`src/shared/srcal_pkg.sv`:
```
// constants for the automatic sysref alignment calibration block
package srcal_pkg;
  // ----------------------------------------
  // register byte offsets
  // ----------------------------------------
  localparam logic [11:0] SRCAL_CTRL_OFF     = 12'h000;
  localparam logic [11:0] SRCAL_CFG_OFF      = 12'h004;
  localparam logic [11:0] SRCAL_TAD_OFF      = 12'h008;
  localparam logic [11:0] SRCAL_STAT_OFF     = 12'h00c;
  localparam logic [11:0] SRCAL_POS_LO_OFF   = 12'h02c;
  localparam logic [11:0] SRCAL_POS_MID_OFF  = 12'h030;
  localparam logic [11:0] SRCAL_POS_HI_OFF   = 12'h034;
  localparam logic [11:0] SRCAL_IRQ_STAT_OFF = 12'h038;
  localparam logic [11:0] SRCAL_IRQ_EN_OFF   = 12'h03c;
  localparam logic [11:0] SRCAL_IRQ_CLR_OFF  = 12'h040;
  // ----------------------------------------
  // field positions
  // ----------------------------------------
  localparam int SRCAL_CTRL_EN_BIT    = 0;
  localparam int SRCAL_CTRL_SEL_LSB   = 8;
  localparam int SRCAL_APERTURE_DELAY_FINE_LSB   = 0;
  localparam int SRCAL_APERTURE_DELAY_COARSE_LSB = 8;
  localparam int SRCAL_APERTURE_CLOCK_INVERT_BIT    = 16;
  localparam int SRCAL_STAT_DONE_BIT  = 0;
  localparam int SRCAL_STAT_FOUND_BIT = 1;
  localparam int SRCAL_STAT_BUSY_BIT  = 2;
  localparam int SRCAL_STAT_RES_LSB   = 8;
  localparam int SRCAL_IRQ_DONE_BIT   = 0;
  localparam int SRCAL_IRQ_NOLOCK_BIT = 1;
  // ----------------------------------------
  // widths and reset values
  // ----------------------------------------
  localparam int SRCAL_SEL_W   = 4;
  localparam int SRCAL_TAD_W   = 8;
  localparam int SRCAL_POS_W   = 24;
  localparam int SRCAL_IRQ_W   = 2;
  localparam logic [7:0] SRCAL_SETTLE_RST = 8'h10;
  typedef enum logic [1:0] {SRCAL_IDLE, SRCAL_SETTLE, SRCAL_CHECK} srcal_state_t;
endpackage : srcal_pkg

```
`src/verilog/srcal_top.sv`:
```
// automatic sysref alignment calibration with apb register file
//
// Overview of operation
// (RL1) host provides running clock, normal configuration first
// (RL2) clock source gives continuous periodic sysref
// (RL3) host writes config, then sets enable
// (RL4) enable steps delay until edges align
// (RL5) completion flag readable in status register
// (RL6) chosen delay readable in status result field
// (RL7) calibrated delay stays applied until overwritten
// (RL8) host may disable and adjust delay manually
// (RL9) host may restore stored delay at startup
// (RL10) no converter calibration during sysref calibration
// (RL11) background calibration off until completion flag
// (RL12) host sets sample position select to 0
// (RL13) search both polarities, keep smallest coarse
// (RL14) receiver picks elastic buffer release point
// (RL15) position status bit 1 means risky
// (RL16) select reaches only first 16 positions
// (RL17) completion clears on launch, else stays set
//
// Implementation choice: register access over APB.
`timescale 1ns/1ps
module srcal_top
  import srcal_pkg::*;
(
  // clock and reset
  input  wire logic                   pclk,
  input  wire logic                   presetn,
  // apb slave
  input  wire logic                   psel,
  input  wire logic                   penable,
  input  wire logic                   pwrite,
  input  wire logic [11:0]            paddr,
  input  wire logic [31:0]            pwdata,
  output logic      [31:0]            prdata,
  output logic                        pready,
  output logic                        pslverr,
  // phase detector and sysref position detector
  input  wire logic                   sref_phase_hit,
  input  wire logic [SRCAL_POS_W-1:0] sref_position_status,
  // aperture delay and sysref sampling controls
  output logic                        aperture_clock_invert,
  output logic      [SRCAL_TAD_W-1:0] aperture_delay_coarse,
  output logic      [SRCAL_TAD_W-1:0] aperture_delay_fine,
  output logic      [SRCAL_SEL_W-1:0] sref_sample_position_select,
  // interrupt
  output logic                        irq
);
  // ----------------------------------------
  // state
  // ----------------------------------------
  typedef struct packed {
    srcal_state_t           st;
    logic                   sref_cal_enable;
    logic [SRCAL_SEL_W-1:0] sel;
    logic [7:0]             sref_cal_config;
    logic                   inv;
    logic [SRCAL_TAD_W-1:0] coarse;
    logic [SRCAL_TAD_W-1:0] fine;
    logic                   aperture_cal_complete;
    logic                   found;
    logic                   best_inv;
    logic [SRCAL_TAD_W-1:0] best_coarse;
    logic [16:0]            result;
    logic [7:0]             cnt;
    logic [SRCAL_IRQ_W-1:0] irq_stat;
    logic [SRCAL_IRQ_W-1:0] irq_en;
    logic [31:0]            rdata;
  } srcal_regs_t;

  srcal_regs_t cur;
  srcal_regs_t next_cur;

  localparam logic [SRCAL_TAD_W-1:0] COARSE_MAX = '1;

  logic wr_acc;
  logic setup_rd;
  logic mapped;

  assign wr_acc   = psel && penable && pwrite;
  assign setup_rd = psel && !penable && !pwrite;
  assign pready   = 1'b1;
  assign pslverr  = psel && penable && !mapped;

  always_comb begin
    case (paddr)
      SRCAL_CTRL_OFF, SRCAL_CFG_OFF, SRCAL_TAD_OFF, SRCAL_STAT_OFF,
      SRCAL_POS_LO_OFF, SRCAL_POS_MID_OFF, SRCAL_POS_HI_OFF,
      SRCAL_IRQ_STAT_OFF, SRCAL_IRQ_EN_OFF, SRCAL_IRQ_CLR_OFF: mapped = 1'b1;
      default: mapped = 1'b0;
    endcase
  end

  // ----------------------------------------
  // next state
  // ----------------------------------------
  always_comb begin
    logic [SRCAL_IRQ_W-1:0] irq_set;
    logic                   launch;
    logic                   busy;
    logic                   next_pol;
    irq_set  = '0;
    launch   = 1'b0;
    next_pol = 1'b0;
    next_cur = cur;
    busy     = (cur.st != SRCAL_IDLE);

    // register reads are captured in the setup phase
    if (setup_rd) begin
      next_cur.rdata = 32'h0000_0000;
      case (paddr)
        SRCAL_CTRL_OFF: begin
          next_cur.rdata[SRCAL_CTRL_EN_BIT] = cur.sref_cal_enable;
          next_cur.rdata[SRCAL_CTRL_SEL_LSB +: SRCAL_SEL_W] = cur.sel;
        end
        SRCAL_CFG_OFF: next_cur.rdata[7:0] = cur.sref_cal_config;
        SRCAL_TAD_OFF: begin
          next_cur.rdata[SRCAL_APERTURE_DELAY_FINE_LSB +: SRCAL_TAD_W]   = cur.fine;
          next_cur.rdata[SRCAL_APERTURE_DELAY_COARSE_LSB +: SRCAL_TAD_W] = cur.coarse;
          next_cur.rdata[SRCAL_APERTURE_CLOCK_INVERT_BIT]                   = cur.inv;
        end
        SRCAL_STAT_OFF: begin
          next_cur.rdata[SRCAL_STAT_DONE_BIT]  = cur.aperture_cal_complete; // see (RL5)
          next_cur.rdata[SRCAL_STAT_FOUND_BIT] = cur.found;
          next_cur.rdata[SRCAL_STAT_BUSY_BIT]  = busy;
          next_cur.rdata[SRCAL_STAT_RES_LSB +: 17] = cur.result; // see (RL6)
        end
        // 1 marks a risky position, passed straight from the detector
        SRCAL_POS_LO_OFF:   next_cur.rdata[7:0] = sref_position_status[7:0]; // see (RL15)
        SRCAL_POS_MID_OFF:  next_cur.rdata[7:0] = sref_position_status[15:8];
        SRCAL_POS_HI_OFF:   next_cur.rdata[7:0] = sref_position_status[23:16];
        SRCAL_IRQ_STAT_OFF: next_cur.rdata[SRCAL_IRQ_W-1:0] = cur.irq_stat;
        SRCAL_IRQ_EN_OFF:   next_cur.rdata[SRCAL_IRQ_W-1:0] = cur.irq_en;
        default:            next_cur.rdata = 32'h0000_0000;
      endcase
    end

    if (wr_acc) begin
      case (paddr)
        SRCAL_CTRL_OFF: begin
          next_cur.sref_cal_enable = pwdata[SRCAL_CTRL_EN_BIT];
          // only positions 0..15 can be chosen
          next_cur.sel = pwdata[SRCAL_CTRL_SEL_LSB +: SRCAL_SEL_W]; // see (RL16)
          launch = pwdata[SRCAL_CTRL_EN_BIT] && !busy; // see (RL4)
        end
        SRCAL_CFG_OFF: next_cur.sref_cal_config = pwdata[7:0];
        SRCAL_TAD_OFF: begin
          // manual override, ignored while a search owns the delay
          if (!busy) begin // see (RL8)
            next_cur.fine   = pwdata[SRCAL_APERTURE_DELAY_FINE_LSB +: SRCAL_TAD_W];
            next_cur.coarse = pwdata[SRCAL_APERTURE_DELAY_COARSE_LSB +: SRCAL_TAD_W];
            next_cur.inv    = pwdata[SRCAL_APERTURE_CLOCK_INVERT_BIT];
          end
        end
        SRCAL_IRQ_EN_OFF:  next_cur.irq_en   = pwdata[SRCAL_IRQ_W-1:0];
        SRCAL_IRQ_CLR_OFF: next_cur.irq_stat = cur.irq_stat & ~pwdata[SRCAL_IRQ_W-1:0];
        default: ;
      endcase
    end

    // ----------------------------------------
    // search engine
    // ----------------------------------------
    case (cur.st)
      SRCAL_IDLE: begin
        if (launch) begin
          next_cur.aperture_cal_complete = 1'b0; // see (RL17)
          next_cur.found  = 1'b0;
          next_cur.inv    = 1'b0;
          next_cur.coarse = '0;
          next_cur.fine   = '0;
          next_cur.cnt    = cur.sref_cal_config;
          next_cur.st     = SRCAL_SETTLE;
        end
      end
      SRCAL_SETTLE: begin
        if (cur.cnt == 8'h00) begin
          next_cur.st = SRCAL_CHECK;
        end else begin
          next_cur.cnt = cur.cnt - 8'h01;
        end
      end
      SRCAL_CHECK: begin
        if (sref_phase_hit) begin
          // first hit in a polarity is its smallest coarse step
          if (!cur.found || cur.coarse < cur.best_coarse) begin // see (RL13)
            next_cur.found       = 1'b1;
            next_cur.best_coarse = cur.coarse;
            next_cur.best_inv    = cur.inv;
          end
          next_pol = 1'b1;
        end else if (cur.coarse == COARSE_MAX) begin
          next_pol = 1'b1;
        end else begin
          next_cur.coarse = cur.coarse + 8'h01; // see (RL4)
          next_cur.cnt    = cur.sref_cal_config;
          next_cur.st     = SRCAL_SETTLE;
        end
        if (next_pol) begin
          if (!cur.inv) begin
            next_cur.inv    = 1'b1; // see (RL13)
            next_cur.coarse = '0;
            next_cur.cnt    = cur.sref_cal_config;
            next_cur.st     = SRCAL_SETTLE;
          end else begin
            // winner stays applied until the host writes the delay or launches a search
            next_cur.inv    = next_cur.found ? next_cur.best_inv : 1'b0; // see (RL7)
            next_cur.coarse = next_cur.found ? next_cur.best_coarse : '0;
            next_cur.result = {next_cur.inv, next_cur.coarse, cur.fine}; // see (RL6)
            next_cur.aperture_cal_complete = 1'b1; // see (RL5)
            irq_set[SRCAL_IRQ_DONE_BIT]   = 1'b1;
            irq_set[SRCAL_IRQ_NOLOCK_BIT] = !next_cur.found;
            next_cur.st = SRCAL_IDLE;
          end
        end
      end
      default: next_cur.st = SRCAL_IDLE;
    endcase

    // clearing enable mid-search abandons it
    if (busy && !next_cur.sref_cal_enable) begin
      next_cur.st = SRCAL_IDLE;
    end

    // a new event beats a clear in the same cycle
    next_cur.irq_stat = next_cur.irq_stat | irq_set;
  end

  // ----------------------------------------
  // registers
  // ----------------------------------------
  always_ff @(posedge pclk or negedge presetn) begin
    if (!presetn) begin
      cur                 <= '0;
      cur.st              <= SRCAL_IDLE;
      cur.sref_cal_config <= SRCAL_SETTLE_RST;
    end else begin
      cur <= next_cur;
    end
  end

  assign prdata                      = cur.rdata;
  assign aperture_clock_invert       = cur.inv;
  assign aperture_delay_coarse       = cur.coarse;
  assign aperture_delay_fine         = cur.fine;
  assign sref_sample_position_select = cur.sel;
  assign irq                         = |(cur.irq_stat & cur.irq_en);
endmodule : srcal_top
```
`config.mk`:
```
export PLATFORM = sky130hd
export DESIGN_NAME = srcal_top
export DESIGN_NICKNAME = d
export VERILOG_FILES = /design/src/shared/srcal_pkg.sv /design/src/verilog/srcal_top.sv
export SDC_FILE = /design/constraint.sdc
export NUM_CORES = 1
export LEC_CHECK = 0
export BUFFER_PORTS_ARGS = -buffer_cell sky130_fd_sc_hd__buf_2
export CAP_MARGIN = 10
export CORE_ASPECT_RATIO = 1.5
export CORE_MARGIN = 3
export CORE_UTILIZATION = 33
export CTS_CLUSTER_SIZE = 16
export DETAILED_ROUTE_END_ITERATION = 6
export GPL_ROUTABILITY_DRIVEN = 0
export SETUP_SLACK_MARGIN = 0.05
export SLEW_MARGIN = 10
export SYNTH_ARGS = -nofsm -noshare
export SYNTH_HDL_FRONTEND = slang
export SYNTH_SLANG_ARGS = --single-unit
export TNS_END_PERCENT = 30
```
`constraint.sdc`:
```
create_clock -name pclk -period 4.9 [get_ports pclk]
set_input_delay 0.49 -clock pclk [delete_from_list [all_inputs] [get_ports pclk]]
set_output_delay 0.49 -clock pclk [all_outputs]
set_load 0.03 [all_outputs]
```
After elaboration in Yosys (flattened, before gate mapping)
Index checks and enable logic that the tools add are counted.
{"block": "word_totals", "register_bits": 97, "output_inout_bits": 56, "input_bits": 74}
{"block": "classes", "n_bitwise": 4, "muxes": 54, "reduce_logical": 31, "n_eq_ne": 20, "magnitude_cmp": 1, "addsub": 2}
{"operator": "8-bit two-way mux", "n": 12}
{"operator": "12-bit by 6-bit equality test with 1-bit output (second input constant)", "n": 5}
{"operator": "17-bit two-way mux", "n": 2}
{"operator": "10-bit two-way mux", "n": 3}
{"operator": "30-bit two-way mux", "n": 1}
{"operator": "5-bit case mux with 5 select lines", "n": 1}
{"operator": "12-bit by 4-bit equality test with 1-bit output (second input constant)", "n": 2}
{"operator": "8-bit case mux with 3 select lines", "n": 1}
{"operator": "2-bit two-way mux", "n": 11}
{"operator": "19-bit two-way mux", "n": 1}
{"operator": "9-bit two-way mux", "n": 2}
{"operator": "9-bit case mux with 2 select lines", "n": 1}
{"operator": "12-bit by 3-bit equality test with 1-bit output (second input constant)", "n": 1}
{"operator": "12-bit by 7-bit equality test with 1-bit output (second input constant)", "n": 1}
{"operator": "12-bit logical NOT", "n": 1}
{"operator": "4-bit case mux with 3 select lines", "n": 1}
{"operator": "1-bit two-way mux", "n": 10}
{"operator": "5-bit case mux with 2 select lines", "n": 1}
{"operator": "10-bit OR reduction", "n": 1}
{"operator": "1-bit case mux with 9 select lines", "n": 1}
{"operator": "8-bit by 1-bit adder with 8-bit output (second input constant)", "n": 1}
{"operator": "8-bit equality test (second input constant)", "n": 1}
{"operator": "8-bit logical NOT", "n": 1}
{"operator": "8-bit less-than comparator", "n": 1}
{"operator": "other kinds (25)", "n": 49}

Logic depth before layout (Yosys ltp)
Gate-level depths: netlist (run 1).
{"block": "logic_depth", "depth_word": 10, "mapped_depth": 9}

Worst setup path after synthesis (run 1)
No wires, ideal clock.
{"block": "synth_path", "path_type": "input -> register", "from": "input paddr[9]", "to": "register cur, in the netlist aperture_delay_coarse[2]", "path_stages": 7, "setup_ps": 126, "t_arrival_ps": 2372, "slack_ps": 2402, "path_cell_list": "or4_1 -> buf_2 -> nor4_4 -> and3_1 -> buf_6 -> o22ai_2 -> a221o_1"}
{"element": "start: declaration", "line": "srcal_top.sv:34", "rtl": "input wire logic [11:0] paddr,"}
{"element": "end signal: assignment", "line": "srcal_top.sv:239", "rtl": "cur <= next_cur;"}
{"element": "end: declaration", "line": "srcal_top.sv:72", "rtl": "srcal_regs_t cur;"}

Worst setup path in the final report (run 1)
{"block": "layout_path", "from": "register cur, in the netlist aperture_delay_coarse[2]", "to": "register cur[54] (netlist bit)"}
{"block": "layout_between", "elab_chain_len": 6, "word_cells_on_any_way": 11, "cone_classes": "order compare (1); eq/ne (1); mux (7); reduce/logical (2)"}
{"element": "8-bit less-than comparator", "line": "srcal_top.sv:187", "rtl": "if (!cur.found || cur.coarse < cur.best_coarse) begin"}
{"element": "1-bit logical OR", "line": "srcal_top.sv:187"}
{"element": "10-bit two-way mux", "line": "srcal_top.sv:187"}
{"element": "10-bit two-way mux", "line": "srcal_top.sv:185", "rtl": "if (sref_phase_hit) begin"}
{"element": "10-bit two-way mux", "line": "srcal_top.sv:165", "rtl": "case (cur.st)"}
{"element": "8-bit two-way mux", "line": "srcal_top.sv:209", "rtl": "next_cur.coarse = next_cur.found ? next_cur.best_coarse : '0;"}
Parallel ways exist; a longest one is shown, timed or not. The select of a mux whose other input is x is not followed.
A chain may end at the register's enable or synchronous reset.

==> results of run 1 <==
-- metal layers --
metal | wire length, um | part of all wire
met5 | 0 | 0
met4 | 605 | 0.037
met3 | 833 | 0.051
met2 | 8567 | 0.52
met1 | 6413 | 0.39
-- worst paths after layout --
kind | slack, ns | to | from | cells after the start
min in group pclk | 0.38 | cur[95] | pwdata[6] | 2
worst min-delay path | 0.07 | prdata[0] | presetn | 1
worst min register to register | 0.47 | prdata[19] | prdata[19] | 2
worst max register to register | 1.88 | cur[54] | aperture_delay_coarse[2] | 6
max in group asynchronous | 3.64 | cur[37] | presetn | 2
worst max-delay path | 1.88 | cur[54] | aperture_delay_coarse[2] | 6
-- through the flow --
stage	instance area, um^2	worst slack (ns)	power [mW]	cells
after global placement	5908	1.826	1.703	839
final	6231	1.884	2.486	855
after global routing	6231	1.672	2.625	855
after CTS	6231	1.886	2.500	855
after detailed placement	5908	1.781	1.736	839
after floorplan	5584	2.402	1.528	601
-- report_power, final --
group | internal (mW) | switching (mW) | total, mW | leakage [nW]
clock | 0.412 | 0.350 | 0.761 | 0.157
combinational | 0.276 | 0.489 | 0.765 | 1.51
sequential | 0.870 | 0.0895 | 0.960 | 1.31
-- worst reg2reg max path: cells and delay by family, from the launching register on --
kind	cells	cell delay, ns
adders and majority gates	1	0.36
DFF	1	0.51
AOI/OAI and AO/OA	4	1.40
and+or+nand+nor	1	0.69
-- synth_stat cells, drive strengths merged (3+ instances only) --
cell type   n
nor3b       6
a22oi       8
nand4       6
a221o      10
mux2       23
and4        3
nor3        7
a222oi     10
a21oi      30
a221oi      6
nor2       45
mux2i       9
nand3      16
a22o        3
a31oi       9
nor2b       3
xor2        3
a21o        4
xnor2       3
o21ai      39
and3        7
inv        20
nand2      87
ha         15
nand2b      4
buf        62
dfrtp      96
o22a        3
and2        3
clkbuf     19
o22ai       3
nor4        7
-- layout by cell type (no fill, tap or decap), drive strengths merged, types with 4 or more instances in the layout --
cell type,count
a21o,4
a21oi,30
a221o,10
a221oi,6
a222oi,10
a22oi,8
a31oi,9
and3,7
buf,113
clkbuf,9
conb,8
dfrtp,96
ha,15
inv,23
mux2,23
mux2i,9
nand2,87
nand2b,4
nand3,16
nand4,6
nor2,45
nor3,7
nor3b,6
nor4,7
o21ai,39
-- flip-flops by register name, indices dropped and copies added (netlist names) --
| register | flops |
|---|---|
| aperture_delay_coarse | 8 |
| sref_sample_position_select | 4 |
| aperture_delay_fine | 8 |
| prdata | 25 |
| cur | 51 |
| aperture_clock_invert | 1 |
-- cell type report --
| class | count | area (um^2) | share of cell area |
|---|---|---|---|
| clock buffer | 9 | 225.2 | 0.03614 |
| clock inverter | 7 | 97.59 | 0.01566 |
| inverter | 20 | 75.07 | 0.01205 |
| multi-input combinational | 403 | 2561 | 0.4110 |
| sequential | 97 | 2429 | 0.3898 |
| tap | 206 | 257.7 | 0.04137 |
| timing repair buffer | 113 | 585.6 | 0.09398 |
-- cells by family (layout without fill, tap and decap cells) --
family | after synthesis | in the layout | share of synthesized area
AO/OA/AOI/OAI | 140 | 140 | 0.1708
XOR/XNOR | 6 | 6 | 0.009451
adder cells (fa/ha/maj) | 15 | 15 | 0.03375
buffers and inverters | 101 | 149 | 0.1069
flip-flops | 97 | 97 | 0.4367
multiplexers | 34 | 34 | 0.07087
other | 2 | 8 | 0.001350
AND/OR/NAND/NOR | 200 | 200 | 0.1703
==> impl_metrics.tcl, run 1 <==
set metrics [dict create \
    status "finished clean" \
    antenna_found_initial 0 \
    crit_required_ns 5.18 \
    drtPass1Iterations 7 \
    core_um2 16330 \
    yosysSeqAreaShare 0.4367 \
    grt_pass1_vias 4687 \
    grt_pass1_wl_mm 25.45 \
    synth_top_area_cell "dfrtp_1" \
    drtIter0Drc 319 \
    min_period_ns 3.016 \
    met1_usage 0.2097 \
    setup_viol 0 \
    antennaDiodeCount 0 \
    skew_ns 0.01027 \
    clock_latency_ns 0.35 \
    vias 4639 \
    cts-root-buf "clkbuf_16" \
    syn-instance-count 595 \
    avgSynthCellArea_um2 9.347 \
    setup_tns_ns 0 \
    track_usage 0.1752 \
    p_leak_nw 2.983 \
    grt_max_degree 66 \
    holdBufCountCts 0 \
    use_met2 0.3125 \
    slew_headroom 0.3573 \
    layout-drive-gt1-share 0.2496 \
    core.rowCount 57 \
    holdWs_ns 0.06958 \
    cts_max_path_buffers 2 \
    path_class "flip-flop to flip-flop" \
    hold_viol 0 \
    synth.top_cells.by_area "dfrtp_1, buf_4, nand2_1" \
    cts.sinks 97 \
    synth_edf_count 0 \
    grtUsageMet3 0.02309 \
    max_slew.worst_pin.slew_ns 0.9613 \
    drc 0 \
    ys_types 57 \
    drv_slew 0 \
    io_pins 130 \
    avgViaCountPerCell 5.426 \
    synth_top_area_frac 0.4319 \
    grt-busiest-layer "met2" \
    path_clk_slew_ns 0.08 \
    ys.flop_type "dfrtp_1" \
    initial_core_util 0.3405 \
    ys_seq_elements 97 \
    path_cells "ha_1, o211ai_1, a211o_1, a32oi_1, nor2b_1, a221o_1" \
    num-fill-cells 1665 \
    final_util 0.3815 \
    cpPeakStageDelay_ns 0.73 \
    cts_setup_buffers 0 \
    end_kind "flip-flop" \
    drv_cap 0 \
    post_cts_resized 0 \
    wirelength_mm 16.42 \
    nets 733 \
    synth_area_um2 5562 \
    cp.buffers_inverters 0 \
    cpMaxStageDelayCell "a32oi_1" \
    path_delay_family "compound AO/OA/AOI/OAI gates" \
    area_delta_synth_final_pct 12.04 \
    power_density_nw_per_um2 398.9 \
    wl_per_cell_um 19.20 \
    vdd_drop_max_v 0.0001683 \
    htreeDepth 3 \
    cts_buffers 9 \
    die-width_um 112.0 \
    ant_nets 0 \
    grt-ovfl-total 0 \
    synth-async-reset-ratio 1.000 \
    place_hpwl_mm 12.40 \
    dieArea_um2 18480 \
    layout_worst_path_cycle_share 0.6156 \
    arrival_ns 3.30 \
    dieHeight_um 165.0 \
    worstPathMaxFanout 10 \
    rsz0062_at_grt "false" \
    yosys_warnings 0 \
    hold_class "primary input to asynchronous set/reset pin" \
    port_buffers 106 \
    max_freq_mhz 331.5 \
    cts_tree "built" \
    startpoint_type "flip-flop" \
]
No activity file was read; power rests on OpenSTA's default activity.
==> inputs of run 2 (changes only) <==
==> constraint.sdc (replaced) <==
create_clock -name pclk -period 2.4 [get_ports pclk]
set_input_delay 0.24 -clock pclk [delete_from_list [all_inputs] [get_ports pclk]]
set_output_delay 0.24 -clock pclk [all_outputs]
set_load 0.03 [all_outputs]
==> run 2 against run 1 <==
Against the previous run: register-to-register slack worse by 1.7 ns; clock-buffer cell count is 1 higher; flip-flop and latch count stayed put; first-iteration DRC count is 4.4% lower; cell count is 4.7% higher; cell area is 5.7% higher; fmax is 35% higher; core utilization is 2.2 points higher; clock skew is 0.0031 ns lower; clock power is 100% higher; largest power group unchanged; highest routed layer unchanged.
==> impl_metrics.tcl, run 2 (synthesis gave the netlist of run 1 again) <==
set metrics [dict create \
    placed_area_um2 6218 \
    slew_headroom 0.5492 \
    stdcell_count 895 \
    hold_viol 0 \
    clock_latency_ns 0.35 \
    layout_commonest_cell "buf_2" \
    power_density_nw_per_um2 798.1 \
    path_clk_slew_ns 0.07 \
    drtPass1Iterations 7 \
    path_cells "ha_1, o211ai_1, a211o_1, a32oi_4, buf_6, o22ai_2, a221o_1" \
    htreeDepth 3 \
    place_hpwl_mm 12.92 \
    drv_slew 0 \
    vdd_drop_max_v 0.0003907 \
    wl_per_cell_um 18.49 \
    antennaDiodeCount 0 \
    antenna_found_initial 0 \
    startpoint_type "flip-flop" \
    clockPowerShare 0.296 \
    grt-ovfl-total 0 \
    initial_core_util 0.3405 \
    wirelength_mm 16.55 \
    final_cell_mix "buf_2, dfrtp_1, nand2_1, nor2_1, buf_4" \
    rsz0062_at_grt "false" \
    die-width_um 112.0 \
    layout_worst_path_cycle_share 0.9305 \
    io_pins 130 \
    final_area_um2 6586 \
    end_kind "flip-flop" \
    avgViaCountPerCell 5.373 \
    crit_required_ns 2.63 \
    switching_power_mw 1.858 \
    setup_viol 0 \
    core.rowCount 57 \
    ant_nets 0 \
    regArea_um2 2429 \
    track_usage 0.1725 \
    port_buffers 106 \
    worstPathMaxFanout 5 \
    cts-root-buf "clkbuf_16" \
    vias 4809 \
    hold_class "primary input to flip-flop" \
    max_freq_mhz 447.8 \
    cts_tree "built" \
    internal-power_mw 3.398 \
    max_slew.worst_pin.slew_ns 0.6700 \
    swShare 0.3535 \
    grt_pass1_vias 4751 \
    cts_buffers 9 \
    dieHeight_um 165.0 \
    nets 773 \
    grt_max_degree 64 \
    num-fill-cells 1626 \
    arrival_ns 2.46 \
    path_class "flip-flop to flip-flop" \
    seqPwrFrac 0.363 \
    cts_max_path_buffers 2 \
    drv_cap 0 \
    min_period_ns 2.233 \
    p_leak_nw 3.196 \
    largest_reg_flops 51 \
    area_delta_synth_final_pct 18.43 \
    cpPeakStageDelay_ns 0.41 \
    dieArea_um2 18480 \
    grt_pass1_wl_mm 25.23 \
    multi_input_area_um2 2589 \
    cpMaxStageDelayCell "dfrtp_1" \
    cts.sinks 97 \
    core_um2 16330 \
    status "finished clean" \
    pwr-share-comb 0.341 \
    layout-drive-gt1-share 0.2961 \
    drc 0 \
    regMostFlops "cur" \
    dp_cells 877 \
    skew_ns 0.007142 \
    drtIter0Drc 305 \
]
==> run 2: power groups by stage <==
stage / Clock [mW] / Sequential, mW / Combinational, mW
floorplan: 0 / 1.93 / 1.19
global placement: 0 / 1.93 / 1.66
detailed placement: 0 / 1.94 / 1.72
CTS: 1.59 / 1.91 / 1.73
global route: 1.64 / 1.93 / 1.96
finish: 1.56 / 1.91 / 1.79
==> run 2: worst max-delay path: cells and delay by family (launching register included) <==
kind            cells  cell delay, ns
buf+inv             1            0.17
flops               1            0.41
fa+ha+maj           1            0.29
compound gates      5            1.26
==> run 2: metrics by stage <==
stage,setup TNS (ns),power (mW),util,setup slack (ns),hold slack [ns]
after floorplan,0,3.119,-,0.05664,-0.05559
final,0,5.256,0.4033,0.1668,0.1453
after detailed placement,-0.3952,3.653,0.3808,-0.07746,0.2295
after CTS,0,5.222,0.4011,0.08708,0.1330
after global routing,0,5.531,0.4033,0.05931,0.1427
after global placement,-0.1413,3.590,0.3808,-0.04462,0.2228
==> run 2: final timing paths <==
check,startpoint,endpoint,slack [ns],depth (start not counted)
setup / recovery,aperture_delay_coarse[1],aperture_delay_coarse[6],0.17,7
hold reg to reg,prdata[22],prdata[22],0.46,2
hold / removal,pwdata[3],cur[92],0.15,2
min in group asynchronous,presetn,cur[52],0.39,2
setup reg to reg,aperture_delay_coarse[1],aperture_delay_coarse[6],0.17,7
max in group asynchronous,presetn,cur[93],1.28,3
==> run 2: final cells by class <==
class	count	share of cell area
clock buffer	10	0.03476
clock inverter	6	0.01368
inverter	20	0.01140
multi-input combinational	403	0.3930
sequential	97	0.3687
tap	206	0.03913
timing repair buffer	153	0.1392
==> run 2: per-layer routing <==
metal	up-vias	part of all wire	global-route usage
met3	24	0.053	0.02016
met4	0	0.031	0.07600
li1	2264	-	-
met5	-	0	0
met2	182	0.53	0.3185
met1	2339	0.39	0.2000
==> run 2: what timing repair did <==
action,4_1_cts,5_1_grt
setup endpoints to repair,10,22
endpoints found under the hold margin,34,0
pin swaps,0,1
hold buffers,1,0
buffers inserted,0,1
resized for setup,1,5
==> inputs of run 3 (changes only) <==
--- a/config.mk
+++ b/config.mk
@@ -13,6 +13,7 @@
 export CTS_CLUSTER_SIZE = 16
 export DETAILED_ROUTE_END_ITERATION = 6
 export GPL_ROUTABILITY_DRIVEN = 0
+export REMOVE_ABC_BUFFERS = 1
 export SETUP_SLACK_MARGIN = 0.05
 export SLEW_MARGIN = 10
 export SYNTH_ARGS = -nofsm -noshare
==> run 3 against run 2 <==
Against the previous run: clock-buffer cell count increased by 2; cell area decreased by 0.55%; die area unchanged; cell count decreased by 0.11%; sequential power about the same; worst hold slack got worse by 0.00076 ns; critical path type unchanged; register-to-register slack improved by 0.03 ns; non-clock buffer count decreased by 1; global-route usage increased by 1.0 points; combinational power increased by 3%; clock power decreased by 12%.
==> impl_metrics.tcl, run 3 (synthesis gave the netlist of run 1 again) <==
set metrics [dict create \
    status "finished clean" \
    clockPowerShare 0.269 \
    drtIter0Drc 331 \
    worstPathMaxFanout 6 \
    htreeDepth 3 \
    cts_tree "built" \
    stdcell_count 894 \
    track_usage 0.1825 \
    final_cell_mix "buf_2, dfrtp_1, nand2_1, nor2_1, buf_4" \
    crit_required_ns 2.62 \
    r2r_slack_ns 0.20 \
    final_area_um2 6550 \
    worst_slack_ns 0.1961 \
    grt_max_degree 47 \
    cts.sinks 97 \
    max_freq_mhz 453.7 \
    place_ws_ns 0.002868 \
    grt_pass1_wl_mm 26.83 \
    initial_core_util 0.3405 \
    area_delta_synth_final_pct 17.77 \
    grt-ovfl-total 0 \
    setup_tns_ns 0 \
    path_delay_family "compound AO/OA/AOI/OAI gates" \
    min_period_ns 2.204 \
    setup_viol 0 \
    grt_pass1_vias 4926 \
    power_mw 5.118 \
    skew_ns 0.006086 \
    cpPeakStageDelay_ns 0.39 \
    layout_commonest_cell "buf_2" \
    drv_cap 0 \
    path_class "flip-flop to flip-flop" \
    hold_class "primary input to flip-flop" \
    cpMaxStageDelayCell "dfrtp_1" \
    port_buffers 106 \
    wirelength_mm 16.40 \
    final_util 0.4011 \
    min-delay-start "pwdata[4]" \
    path_depth 8 \
    startpoint_type "flip-flop" \
    holdWs_ns 0.1446 \
    io_pins 130 \
    pwr-share-comb 0.359 \
    regToRegEndpoint "aperture_delay_coarse[2]" \
    swShare 0.3633 \
    core.rowCount 57 \
    p_leak_nw 3.189 \
    antenna_found_initial 0 \
    largest_reg_flops 51 \
    die-width_um 112.0 \
    r2r_cells 8 \
    cp.buffers_inverters 2 \
    nets 772 \
    core_um2 16330 \
    arrival_ns 2.43 \
    drc 0 \
    cts_buffers 9 \
    wl_per_cell_um 18.35 \
    ant_nets 0 \
    cts-root-buf "clkbuf_16" \
    internal-power_mw 3.259 \
    hold_viol 0 \
    dp_cells 875 \
    hold_path_depth 2 \
    place_hpwl_mm 12.66 \
    dieHeight_um 165.0 \
    cts_max_path_buffers 2 \
    reg2reg_from "cur[66]" \
    vdd_drop_max_v 0.0003855 \
    end_kind "flip-flop" \
    power_density_nw_per_um2 781.4 \
    dieArea_um2 18480 \
    seqPwrFrac 0.373 \
    layout_worst_path_cycle_share 0.9183 \
    path_cells "inv_1, ha_1, nand4_1, a211o_1, a32oi_2, buf_6, o22ai_2, a221o_1" \
    antennaDiodeCount 0 \
    placed_area_um2 6216 \
    clock_latency_ns 0.34 \
    path_clk_slew_ns 0.07 \
    slew_headroom 0.5716 \
    vias 4822 \
    hold_end "cur[93]" \
    rsz0062_at_grt "false" \
    regMostFlops "cur" \
    drtPass1Iterations 5 \
    switching_power_mw 1.859 \
    drv_slew 0 \
    avgViaCountPerCell 5.394 \
    max_slew.worst_pin.slew_ns 0.6367 \
    layout-drive-gt1-share 0.2936 \
]
run 3: cell types whose count changed in the layout (fill, tap and decap cells not counted), sizes merged:
cell,before,now
bufinv,2,0
clkbuf,10,12
clkinv,1,2
inv,22,21
buf,152,151
run 3: area by class of cell:
cell class,instances,area (um^2)
Multi-Input combinational cell,403,2584
Timing Repair Buffer,152,922.1
Sequential cell,97,2429
Clock inverter,4,26.28
Tap cell,206,257.7
Clock buffer,12,256.5
Fill cell,1655,9782
Inverter,20,75.07
run 3: power groups by stage:
| stage | clock [mW] | combinational, mW | sequential [mW] |
|---|---|---|---|
| 6_report | 1.38 | 1.84 | 1.91 |
| 3_5_place_dp | 0 | 1.75 | 1.94 |
| 5_1_grt | 1.49 | 2.05 | 1.92 |
| 3_3_place_gp | 0 | 1.69 | 1.93 |
| 2_1_floorplan | 0 | 0.931 | 2.06 |
| 4_1_cts | 1.41 | 1.76 | 1.91 |
run 3: worst max path at each step:
stage | start | endpoint | slack, ns
global route | cur[62] | cur[63] | 0.06
global placement | cur[66] | cur[58] | 0.03
detailed placement | cur[66] | aperture_delay_coarse[2] | 0.003
finish | cur[66] | aperture_delay_coarse[2] | 0.20
CTS | cur[66] | aperture_delay_coarse[5] | 0.09
floorplan | aperture_delay_coarse[2] | cur[61] | -0.53
run 3: what timing repair did:
| item | CTS | global route |
|---|---|---|
| buffers inserted | 0 | 2 |
| endpoints found under the hold margin | 21 | 0 |
| endpoints found under the setup margin | 10 | 21 |
| pin swaps | 0 | 2 |
| resized for setup | 1 | 4 |
| hold buffers | 1 | 0 |
run 3: layer usage:
layer  GRT usage  share of wire
met1      0.2253           0.40
met4     0.05085          0.022
met2      0.3226           0.52
met5           0              0
met3     0.03849          0.062
